$ cat src/shared/pwr_cmd_map.vh
// constants for the power switch command sender
// ********************************************************************
// ********************************************************************
`ifndef PWR_CMD_MAP_VH
`define PWR_CMD_MAP_VH
`define CH_P 8'h50
`define CH_EQ 8'h3D
`define CH_ZERO 8'h30
`define CH_ONE 8'h31
`define CH_CR 8'h0D
`define CH_BSL 8'h5C
`define CH_STAR 8'h2A
`define MAX_OUT 3'h4
`define NUM_HOSTS 4'h8
`define FIFO_DEPTH 8
`define FIFO_AW 3
`define DEF_BAUD_DIV 16'h0364
// character slots of one command, token first so a chain starts at 0
`define CI_BSL 3'h0
`define CI_STAR 3'h1
`define CI_P 3'h2
`define CI_BOX 3'h3
`define CI_PORT 3'h4
`define CI_EQ 3'h5
`define CI_ST 3'h6
`define CI_CR 3'h7
// largest digit a single ascii character can carry
`define MAX_DIGIT 4'h9
// entries in the outlet table, hosts times slots
`define TBL_SIZE 32
// start, eight data and stop bit of one serial frame
`define FRAME_BITS 4'hA
`define LINE_IDLE 10'h3FF
`endif

$ cat src/pwr_cmd_fifo.v
// byte fifo between the command framer and the uart transmitter
`timescale 1ns/1ns
module pwr_cmd_fifo #(
   parameter W = 8,
   parameter D = 8,
   parameter AW = 3
) (
   input wire sys_clk, // system clock
   input wire rst_b, // sync reset, active low
   input wire [W-1:0] wr_data, // byte in
   input wire wr_valid, // byte in valid
   output wire wr_ready, // room available
   output reg [W-1:0] rd_data, // byte out
   output wire rd_valid, // byte out valid
   input wire rd_ready // consumer takes byte
);
   reg [W-1:0] mem_q [0:D-1];
   reg [AW-1:0] wp_q;
   reg [AW-1:0] rp_q;
   reg [AW:0] cnt_q;
   wire do_wr;
   wire do_rd;
   assign wr_ready = (cnt_q != D);
   assign rd_valid = (cnt_q != 0);
   assign do_wr = wr_valid & wr_ready;
   assign do_rd = rd_valid & rd_ready;
   always @* begin
      rd_data = mem_q[rp_q];
   end
   // pointer and storage update
   always @(posedge sys_clk) begin
      if (!rst_b) begin
         wp_q <= {AW{1'b0}};
         rp_q <= {AW{1'b0}};
         cnt_q <= {(AW+1){1'b0}};
      end else begin
         if (do_wr) begin
            mem_q[wp_q] <= wr_data;
            wp_q <= wp_q + 1'b1;
         end
         if (do_rd)
            rp_q <= rp_q + 1'b1;
         if (do_wr & ~do_rd)
            cnt_q <= cnt_q + 1'b1;
         else if (do_rd & ~do_wr)
            cnt_q <= cnt_q - 1'b1;
      end
   end
endmodule // pwr_cmd_fifo

$ cat src/pwr_cmd_sender.v
// power switch command framer with per-host strings and uart transmitter
`timescale 1ns/1ns
`include "pwr_cmd_map.vh"
module pwr_cmd_sender (
   input wire sys_clk, // 100 MHz clock
   input wire rst_b, // sync reset, active low
   input wire cfg_we, // write one outlet entry of a host
   input wire [2:0] cfg_host, // host index being configured
   input wire [1:0] cfg_slot, // outlet slot 0..3 within host group
   input wire cfg_en, // slot in use
   input wire [3:0] cfg_box, // box number 0..9
   input wire [3:0] cfg_port, // port number 0..9
   input wire [15:0] baud_div, // clocks per bit, matches the box speed
   input wire req_valid, // switch request
   input wire [2:0] req_host, // host to switch
   input wire req_on, // 1 on, 0 off
   output wire req_ready, // framer idle
   output reg busy_q, // sequence in progress
   output reg tx_q // serial line out, idle high
);
   // ********************************************************************
   // per host outlet table
   // ********************************************************************
   reg en_q [0:31];
   reg [3:0] box_q [0:31];
   reg [3:0] port_q [0:31];
   integer i;
   // digit to ascii, used for box and port
   function [7:0] dig;
      input [3:0] v;
      begin
         // clamp so a bad entry never leaves the digit range
         dig = `CH_ZERO + {4'h0, (v > `MAX_DIGIT) ? `MAX_DIGIT : v};
      end
   endfunction
   // table write; on and off strings share address, state picks char
   always @(posedge sys_clk) begin
      if (!rst_b) begin
         for (i = 0; i < `TBL_SIZE; i = i + 1)
            en_q[i] <= 1'b0;
      end else if (cfg_we) begin
         en_q[{cfg_host, cfg_slot}] <= cfg_en;
         box_q[{cfg_host, cfg_slot}] <= cfg_box;
         port_q[{cfg_host, cfg_slot}] <= cfg_port;
      end
   end
   // ********************************************************************
   // framer
   // ********************************************************************
   localparam S_IDLE = 2'b00;
   localparam S_SLOT = 2'b01;
   localparam S_EMIT = 2'b10;
   reg [1:0] st_q;
   reg [2:0] host_q;
   reg on_q;
   reg [2:0] slot_q; // walks 0..4
   reg [2:0] ch_q; // char index in command
   reg sent_any_q;
   reg [7:0] byte_d;
   wire f_ready;
   wire [4:0] idx;
   wire push;
   assign idx = {host_q, slot_q[1:0]};
   assign req_ready = (st_q == S_IDLE);
   assign push = (st_q == S_EMIT) & f_ready;
   // byte selection; token goes before every command except the first
   always @* begin
      case (ch_q)
         `CI_BSL: byte_d = `CH_BSL;
         `CI_STAR: byte_d = `CH_STAR;
         `CI_P: byte_d = `CH_P;
         `CI_BOX: byte_d = dig(box_q[idx]);
         `CI_PORT: byte_d = dig(port_q[idx]);
         `CI_EQ: byte_d = `CH_EQ;
         `CI_ST: byte_d = on_q ? `CH_ONE : `CH_ZERO;
         default: byte_d = `CH_CR;
      endcase
   end
   // sequence walk over up to four outlets of the host
   always @(posedge sys_clk) begin
      if (!rst_b) begin
         st_q <= S_IDLE;
         host_q <= 3'h0;
         on_q <= 1'b0;
         slot_q <= 3'h0;
         ch_q <= `CI_BSL;
         sent_any_q <= 1'b0;
      end else begin
         case (st_q)
            S_IDLE: begin
               if (req_valid) begin
                  host_q <= req_host;
                  on_q <= req_on;
                  slot_q <= 3'h0;
                  sent_any_q <= 1'b0;
                  st_q <= S_SLOT;
               end
            end
            S_SLOT: begin
               if (slot_q == `MAX_OUT)
                  st_q <= S_IDLE;
               else if (en_q[idx]) begin
                  ch_q <= sent_any_q ? `CI_BSL : `CI_P;
                  st_q <= S_EMIT;
               end else
                  slot_q <= slot_q + 3'h1;
            end
            S_EMIT: begin
               if (f_ready) begin
                  if (ch_q == `CI_CR) begin
                     sent_any_q <= 1'b1;
                     slot_q <= slot_q + 3'h1;
                     st_q <= S_SLOT;
                  end else
                     ch_q <= ch_q + 3'h1;
               end
            end
            default: st_q <= S_IDLE;
         endcase
      end
   end
   // ********************************************************************
   // fifo and uart transmitter
   // ********************************************************************
   wire [7:0] f_data;
   wire f_valid;
   wire f_take;
   reg [9:0] sh_q;
   reg [3:0] bits_q;
   reg [15:0] bcnt_q;
   assign f_take = (bits_q == 4'h0) & f_valid;
   pwr_cmd_fifo #(.W(8), .D(`FIFO_DEPTH), .AW(`FIFO_AW)) u_fifo (
      .sys_clk(sys_clk),
      .rst_b(rst_b),
      .wr_data(byte_d),
      .wr_valid(push),
      .wr_ready(f_ready),
      .rd_data(f_data),
      .rd_valid(f_valid),
      .rd_ready(f_take)
   );
   // 8n1 shift out at the configured line speed
   always @(posedge sys_clk) begin
      if (!rst_b) begin
         sh_q <= `LINE_IDLE;
         bits_q <= 4'h0;
         bcnt_q <= 16'h0000;
         tx_q <= 1'b1;
         busy_q <= 1'b0;
      end else begin
         busy_q <= (st_q != S_IDLE) | f_valid | (bits_q != 4'h0);
         if (f_take) begin
            sh_q <= {1'b1, f_data, 1'b0};
            bits_q <= `FRAME_BITS;
            bcnt_q <= 16'h0000;
         end else if (bits_q != 4'h0) begin
            tx_q <= sh_q[0];
            if (bcnt_q >= baud_div - 16'h0001) begin
               bcnt_q <= 16'h0000;
               sh_q <= {1'b1, sh_q[9:1]};
               bits_q <= bits_q - 4'h1;
            end else
               bcnt_q <= bcnt_q + 16'h0001;
         end else
            tx_q <= 1'b1;
      end
   end
endmodule // pwr_cmd_sender

$ cat config.mk
export PLATFORM = sky130hd
export DESIGN_NAME = pwr_cmd_sender
export DESIGN_NICKNAME = d
export VERILOG_FILES = /design/src/pwr_cmd_fifo.v /design/src/pwr_cmd_sender.v
export VERILOG_INCLUDE_DIRS = /design/src /design/src/shared
export SDC_FILE = /design/constraint.sdc
export NUM_CORES = 1
export LEC_CHECK = 0
export BUFFER_PORTS_ARGS = -buffer_cell sky130_fd_sc_hd__buf_2
export CORE_ASPECT_RATIO = 0.7
export CORE_UTILIZATION = 39
export DETAILED_ROUTE_END_ITERATION = 7
export PLACE_DENSITY = 0.51
export SETUP_SLACK_MARGIN = 0.15
export SLEW_MARGIN = 20
export SYNTH_ARGS = -nofsm -noshare
export SYNTH_HDL_FRONTEND = slang
export SYNTH_SLANG_ARGS = --single-unit
$ cat constraint.sdc
create_clock -name sys_clk -period 4 [get_ports sys_clk]
set_input_delay 0.4 -clock sys_clk [delete_from_list [all_inputs] [get_ports sys_clk]]
set_output_delay 0.4 -clock sys_clk [all_outputs]
set_load 0.005 [all_outputs]
==> implementation parameters, run 1 <==
Parameter                              Value

Yosys
  Area of the mapped netlist    16,700 um^2
  Number of register bits inferred by synthesis    401
  Count of warnings emitted by yosys    0
  Number of enable flip-flop cells after synthesis    312
  Synthesized instance count    1,103
  Count of different cell masters after synthesis    61
  Share of synthesized area occupied by flip-flops and latches    0.667
  Dominant synthesized flop cell    sky130_fd_sc_hd__edfxtp_1
  Net count of the mapped netlist    1,179
  Mean instance size in the synthesized netlist    15.1 um^2
  Async set-or-reset flop fraction in the synthesized netlist    0

Place
  Area of placed instances    17,800 um^2
  Dpl ws    214 ps
  Number of buffer cells added on primary ports    40
  HPWL after DPL    25,800 um
  GP Congestion    0.807

Clock tree
  CTS-repair resized insts    0
  Buffer type at the clock tree root    sky130_fd_sc_hd__clkbuf_16
  CTS clock-pin slew for the worst setup and hold paths    60 ps
  TritonCTS clock tree    built
  Post-CTS setup repair buffer count    0
  Hold_buf cts    0
  Clock network latency to the later pin of the worst-skew pair    560 ps
  TritonCTS Buffers    40
  Count of clock tree sinks    401
  Total number of H-tree levels    2
  Clock Tree Buf Depth    3

Floorplan
  Initial Utilization    0.395
  Vertical die dimension    175 um
  Number of placed I/O pins    41
  Core Footprint    42,300 um^2
  DIE AREA    43,700 um^2
  Number of cell rows    63
  Overall die width    249 um

Setup path
  Delay contributed by the slowest stage of the critical path    770 ps
  Buffers plus inverters on the worst setup path    1
  Library cell contributing the largest single delay on the critical path    sky130_fd_sc_hd__o21ai_0
  Cell-by-cell trace of the critical path    buf_4, mux4_1, mux2_2, o22ai_1, a31oi_1, or2_2, o21ai_0
  Arrival time reported for the critical path endpoint    3600 ps
  Type of origin of the critical path    flip-flop
  Worst-case register-to-register setup slack    600 ps
  Required time at the worst-slack endpoint    4190 ps
  Critical setup path kind    flip-flop to flip-flop
  Maximum fanout along the worst path    19
  Top cell family by delay on the critical path    compound AO/OA/AOI/OAI gates
  Type of element capturing the critical path    flip-flop

Final layout
  Register area    11,200 um^2
  Cell area after layout    19,000 um^2
  Antenna diode instance count    0
  Layout cells sized above 1    0.193
  Layout area overhead    13.7%
  Total area of multi-input combinational cells    5250 um^2
  Final-layout fill cell count    3,746
  # nets final    1,267

Route
  Remaining number of nets flagged by the antenna check after routing    0
  Total via count in the routed design    9,446
  First-iteration detailed-routing DRC count    771
  Via-per-instance ratio    5.33
  Detailed Route WL    39,500 um
  First-pass detailed-route iteration total    5
  Residual DRC    0
  Routed WL per cell    22.3 um

Power
  Lkg Pwr    6.21 nW
  Power, Total    10.6 mW
  Worst vdd ir    317 uV
  Power density normalized to cell area    558 nW/um^2

Hold path
  Worst min path class    input port to flip-flop

Global routing
  All-Layer GR Usage    0.183
  Vias in the first global route    9,207
  Remaining global-route overflow    0
  Initial antenna violation count    1
  Global-route wire length before repair    59,500 um
  Largest net degree at the start of global routing    39

Timing
  Post-route fraction of the period consumed by the critical path    0.851
  Max-Slew Margin vs Limit    0.331
  Setup TNS Final    0 ps
  Tightest Pin Transition    1000 ps
  Max Slew Vio Count    0
  Highest clock frequency the design can meet    0.294 GHz
  Final worst-path setup slack    597 ps
  Unrepaired setup endpoints after global routing    no
  Setup clock skew after layout    34.8 ps
  Final number of hold-violating endpoints    0
  Crit path time final    3400 ps
  Number of setup violations in the final report    0

Job
  Max-capacitance violation count    0

Status
  Outcome    complete, no violations
-- metal layers --
| layer | GRT usage | part of all wire | vias up |
|---|---|---|---|
| met4 | 0.0481 | 0.020 | 0 |
| met2 | 0.275 | 0.44 | 165 |
| li1 | - | - | 4433 |
| met5 | 0 | 0 | - |
| met1 | 0.277 | 0.50 | 4791 |
| met3 | 0.0279 | 0.040 | 57 |
-- cells in the mapped netlist (all sizes together), types with 19 or more instances --
master | instances | area share
edfxtp | 312 | 0.56
nand2 | 127 | 0.029
nor2 | 94 | 0.021
dfxtp | 89 | 0.11
mux4 | 86 | 0.12
o21ai | 51 | 0.015
ha | 37 | 0.028
clkbuf | 23 | 0.0054
inv | 23 | 0.0052
a21oi | 22 | 0.0066
buf | 22 | 0.0080
o22ai | 20 | 0.0075
xnor2 | 20 | 0.010
nand3 | 19 | 0.0057
-- per-stage QoR --
step | hold slack [ps] | cells | utilization
after floorplan | 437 | 1103 | -
after global placement | 453 | 1701 | 0.421
after detailed placement | 452 | 1701 | 0.421
after CTS | 95.8 | 1772 | 0.450
after global routing | 102 | 1772 | 0.450
final | 124 | 1772 | 0.450
-- worst min-delay path, stage by stage --
cell and delay (ps):
sky130_fd_sc_hd__buf_2 100, sky130_fd_sc_hd__nand3_1 50, sky130_fd_sc_hd__a21oi_1 50
-- power breakdown --
group,total [mW],internal (mW),switching (mW)
clock,3.54,1.99,1.54
combinational,2.17,0.952,1.21
sequential,4.90,4.70,0.195
total,10.6,7.65,2.95
-- state kept, by name, summed over array words and instances (netlist names), named ones only --
name and cells:
box_q 128, port_q 128, u_fifo.mem_q 56, en_q 32
bcnt_q 16, sh_q 9, bits_q 4, u_fifo.cnt_q 4
ch_q 3, host_q 3, slot_q 3, u_fifo.rp_q 3
u_fifo.wp_q 3, st_q 2, busy_q 1, on_q 1
sent_any_q 1, tx_q 1
-- path summary, 6_finish.rpt --
path	endpoint	cells after the start	start
setup / recovery	u_fifo.mem_q[5][1]$_DFFE_PP_	7	host_q[0]$_SDFFE_PN0P_
hold / removal	on_q$_SDFFE_PN0P_	3	req_on
setup reg to reg	u_fifo.mem_q[5][1]$_DFFE_PP_	7	host_q[0]$_SDFFE_PN0P_
hold reg to reg	en_q[27]$_DFF_P_	2	en_q[27]$_DFF_P_
-- cells in the final DEF (no fill, tap or decap), types with 20 or more instances in the layout --
| cell | n |
|---|---|
| sky130_fd_sc_hd__ha_1 | 37 |
| sky130_fd_sc_hd__clkbuf_16 | 40 |
| sky130_fd_sc_hd__xnor2_1 | 20 |
| sky130_fd_sc_hd__buf_2 | 40 |
| sky130_fd_sc_hd__dfxtp_1 | 87 |
| sky130_fd_sc_hd__nand2_1 | 127 |
| sky130_fd_sc_hd__mux4_2 | 81 |
| sky130_fd_sc_hd__buf_4 | 49 |
| sky130_fd_sc_hd__o22ai_1 | 20 |
| sky130_fd_sc_hd__inv_1 | 23 |
| sky130_fd_sc_hd__o21ai_0 | 51 |
| sky130_fd_sc_hd__a21oi_1 | 22 |
| sky130_fd_sc_hd__nor2_1 | 94 |
| sky130_fd_sc_hd__edfxtp_1 | 312 |
-- cell type report --
| cell class | count | share of cell area |
|---|---|---|
| Clock inverter | 7 | 0.00283 |
| Inverter | 23 | 0.00454 |
| Multi-Input combinational cell | 634 | 0.276 |
| Clock buffer | 64 | 0.0611 |
| Tap cell | 552 | 0.0363 |
| Sequential cell | 401 | 0.587 |
| Timing Repair Buffer | 91 | 0.0320 |
-- cells by family (layout without fill, tap and decap cells) --
| family | after synthesis | in the layout | share of synthesized area |
|---|---|---|---|
| AO/OA/AOI/OAI | 150 | 150 | 0.0574 |
| XOR/XNOR | 36 | 36 | 0.0189 |
| adder cells (fa/ha/maj) | 38 | 38 | 0.0289 |
| buffers and inverters | 68 | 185 | 0.0186 |
| flip-flops | 401 | 401 | 0.667 |
| multiplexers | 103 | 103 | 0.127 |
| AND/OR/NAND/NOR | 307 | 307 | 0.0815 |
Power figures use the tool's default switching activity.
==> run 2, diff against run 1 <==
--- a/config.mk
+++ b/config.mk
@@ -10,7 +10,7 @@
 export CORE_ASPECT_RATIO = 0.7
 export CORE_UTILIZATION = 39
 export DETAILED_ROUTE_END_ITERATION = 7
-export PLACE_DENSITY = 0.51
+export PLACE_DENSITY_LB_ADDON = 0.15
 export SETUP_SLACK_MARGIN = 0.15
 export SLEW_MARGIN = 20
 export SYNTH_ARGS = -nofsm -noshare
==> constraint.sdc (replaced) <==
create_clock -name sys_clk -period 3.9 [get_ports sys_clk]
set_input_delay 0.39 -clock sys_clk [delete_from_list [all_inputs] [get_ports sys_clk]]
set_output_delay 0.39 -clock sys_clk [all_outputs]
set_load 0.005 [all_outputs]
==> implementation parameters, run 2 (synthesis gave the netlist of run 1 again) <==
Parameter                              Value

Timing
  Final number of hold-violating endpoints    0 (unchanged)
  Max-Slew Margin vs Limit    0.305 (-0.0265)
  Setup TNS Final    0 ps (unchanged)
  Post-route fraction of the period consumed by the critical path    0.882 (+0.0309)
  Tightest Pin Transition    1040 ps (+37.3 ps)
  Unrepaired setup endpoints after global routing    no
  Crit path time final    3440 ps (+35.5 ps)
  Max Slew Vio Count    0 (unchanged)
  Number of setup violations in the final report    0 (unchanged)
  Setup clock skew after layout    33.7 ps (-1.15 ps)
  Highest clock frequency the design can meet    0.291 GHz (-1.0%)

Clock tree
  CTS clock-pin slew for the worst setup and hold paths    60 ps (about the same)
  CTS-repair resized insts    0 (unchanged)
  Post-CTS setup repair buffer count    0 (unchanged)
  Hold_buf cts    0 (unchanged)
  TritonCTS clock tree    built
  Clock network latency to the later pin of the worst-skew pair    560 ps (about the same)
  Total number of H-tree levels    2 (unchanged)
  Buffer type at the clock tree root    sky130_fd_sc_hd__clkbuf_16
  TritonCTS Buffers    40 (unchanged)
  Count of clock tree sinks    401 (unchanged)
  Clock Tree Buf Depth    3 (unchanged)

Setup path
  Library cell contributing the largest single delay on the critical path    sky130_fd_sc_hd__dfxtp_1
  Top cell family by delay on the critical path    multiplexers
  Maximum fanout along the worst path    16 (-3)
  Type of origin of the critical path    flip-flop
  Type of element capturing the critical path    flip-flop
  Cell-by-cell trace of the critical path    buf_4, mux4_1, mux2_2, o22ai_1, a31oi_1, nand2_1, a21oi_1, or4_1
  Critical setup path kind    flip-flop to flip-flop
  Buffers plus inverters on the worst setup path    1 (unchanged)
  Delay contributed by the slowest stage of the critical path    760 ps (about the same)
  Arrival time reported for the critical path endpoint    3640 ps (+40 ps)
  Required time at the worst-slack endpoint    4110 ps (-80 ps)

Place
  Number of buffer cells added on primary ports    40 (unchanged)
  HPWL after DPL    25,500 um (-0.79%)
  GP Congestion    0.817 (+1.3%)
  Inst Count DP    1,687 (-0.82%)

Power
  Power density normalized to cell area    586 nW/um^2 (+5.1%)
  Worst vdd ir    370 uV (+17%)
  Power, Total    11.1 mW (+4.8%)
  Lkg Pwr    6.17 nW (-0.65%)

Final layout
  Final cell count without fillers    1,758 (-0.79%)
  Top Registers    box_q x128, port_q x128, u_fifo.mem_q x56
  Register area    11,200 um^2 (unchanged)
  Antenna diode instance count    0 (unchanged)
  Most common cell after layout, fill and taps aside    sky130_fd_sc_hd__edfxtp_1
  Layout area overhead    13.5%
  Total area of multi-input combinational cells    5250 um^2 (about the same)
  Highest-count cells in the layout ignoring fill and taps    312 x sky130_fd_sc_hd__edfxtp_1, 127 x sky130_fd_sc_hd__nand2_1, 93 x sky130_fd_sc_hd__nor2_1, 87 x sky130_fd_sc_hd__dfxtp_1, 81 x sky130_fd_sc_hd__mux4_2
  # nets final    1,253 (-1.1%)
  Final-layout fill cell count    3,734 (-0.32%)
  Layout cells sized above 1    0.193 (+0.000578)

Global routing
  Global-route wire length before repair    60,000 um (+0.88%)
  Largest net degree at the start of global routing    44 (+13%)
  Remaining global-route overflow    0 (unchanged)
  Initial antenna violation count    0 (-1)
  All-Layer GR Usage    0.184 (+0.000644)
  Vias in the first global route    9,492 (+3.1%)

Floorplan
  Number of placed I/O pins    41 (unchanged)
  Number of cell rows    63 (unchanged)
  DIE AREA    43,700 um^2 (unchanged)
  Vertical die dimension    175 um (unchanged)
  Overall die width    249 um (unchanged)
  Initial Utilization    0.395 (unchanged)
  Core Footprint    42,300 um^2 (unchanged)

Route
  Detailed Route WL    39,300 um (-0.40%)
  Residual DRC    0 (unchanged)
  Total via count in the routed design    9,438 (-0.085%)
  Routed WL per cell    22.4 um (+0.40%)
  First-pass detailed-route iteration total    5 (unchanged)
  Via-per-instance ratio    5.37 (+0.71%)
  Remaining number of nets flagged by the antenna check after routing    0 (unchanged)
  First-iteration detailed-routing DRC count    700 (-9.2%)

Job
  Max-capacitance violation count    0 (unchanged)

Status
  Outcome    complete, no violations

Hold path
  Worst min path class    input port to flip-flop
## run 2: cell types whose count changed in the layout (fill, tap and decap cells not counted), sizes merged
cell	delta
clkinvlp	+3
clkinv	+12
buf	-14
clkbuf	-19
bufinv	+4
## run 2: layer usage
metal | vias up | global-route usage | share of wire
met5 | - | 0 | 0
met4 | 0 | 0.0430 | 0.017
met3 | 51 | 0.0320 | 0.042
met2 | 174 | 0.271 | 0.43
met1 | 4809 | 0.282 | 0.51
li1 | 4404 | - | -
## run 2: path summary, 6_finish.rpt
check | slack [ps] | endpoint | cells after the start | start
setup / recovery | 460 | u_fifo.mem_q[0][0]$_DFFE_PP_ | 8 | host_q[0]$_SDFFE_PN0P_
hold / removal | 110 | on_q$_SDFFE_PN0P_ | 3 | req_on
setup reg to reg | 460 | u_fifo.mem_q[0][0]$_DFFE_PP_ | 8 | host_q[0]$_SDFFE_PN0P_
hold reg to reg | 460 | en_q[23]$_DFF_P_ | 2 | en_q[23]$_DFF_P_
## run 2: final cells by class
class | instances | area share
multi-input combinational | 634 | 0.277
clock buffer | 45 | 0.0543
clock inverter | 26 | 0.0135
timing repair buffer | 77 | 0.0259
sequential | 401 | 0.589
inverter | 23 | 0.00455
tap | 552 | 0.0364
## run 2: tightest hold or removal path, cell delays in order
cell and delay (ps):
sky130_fd_sc_hd__buf_2 90, sky130_fd_sc_hd__nand3_1 60, sky130_fd_sc_hd__a21oi_1 60
## run 2: power breakdown
part,leakage [nW],total [mW],switching (mW),internal [mW]
registers,3.53,5.06,0.234,4.82
logic,2.01,2.23,1.22,1.00
clock network,0.631,3.83,1.65,2.18
## run 2: through the flow
step | utilization | worst slack (ps) | hold WS, ps | area, um^2
floorplan | - | 587 | 437 | 16700
global placement | 0.418 | 353 | 448 | 17700
detailed placement | 0.418 | 314 | 457 | 17700
CTS | 0.449 | 472 | 89.0 | 19000
global route | 0.449 | 320 | 107 | 19000
finish | 0.449 | 462 | 105 | 19000
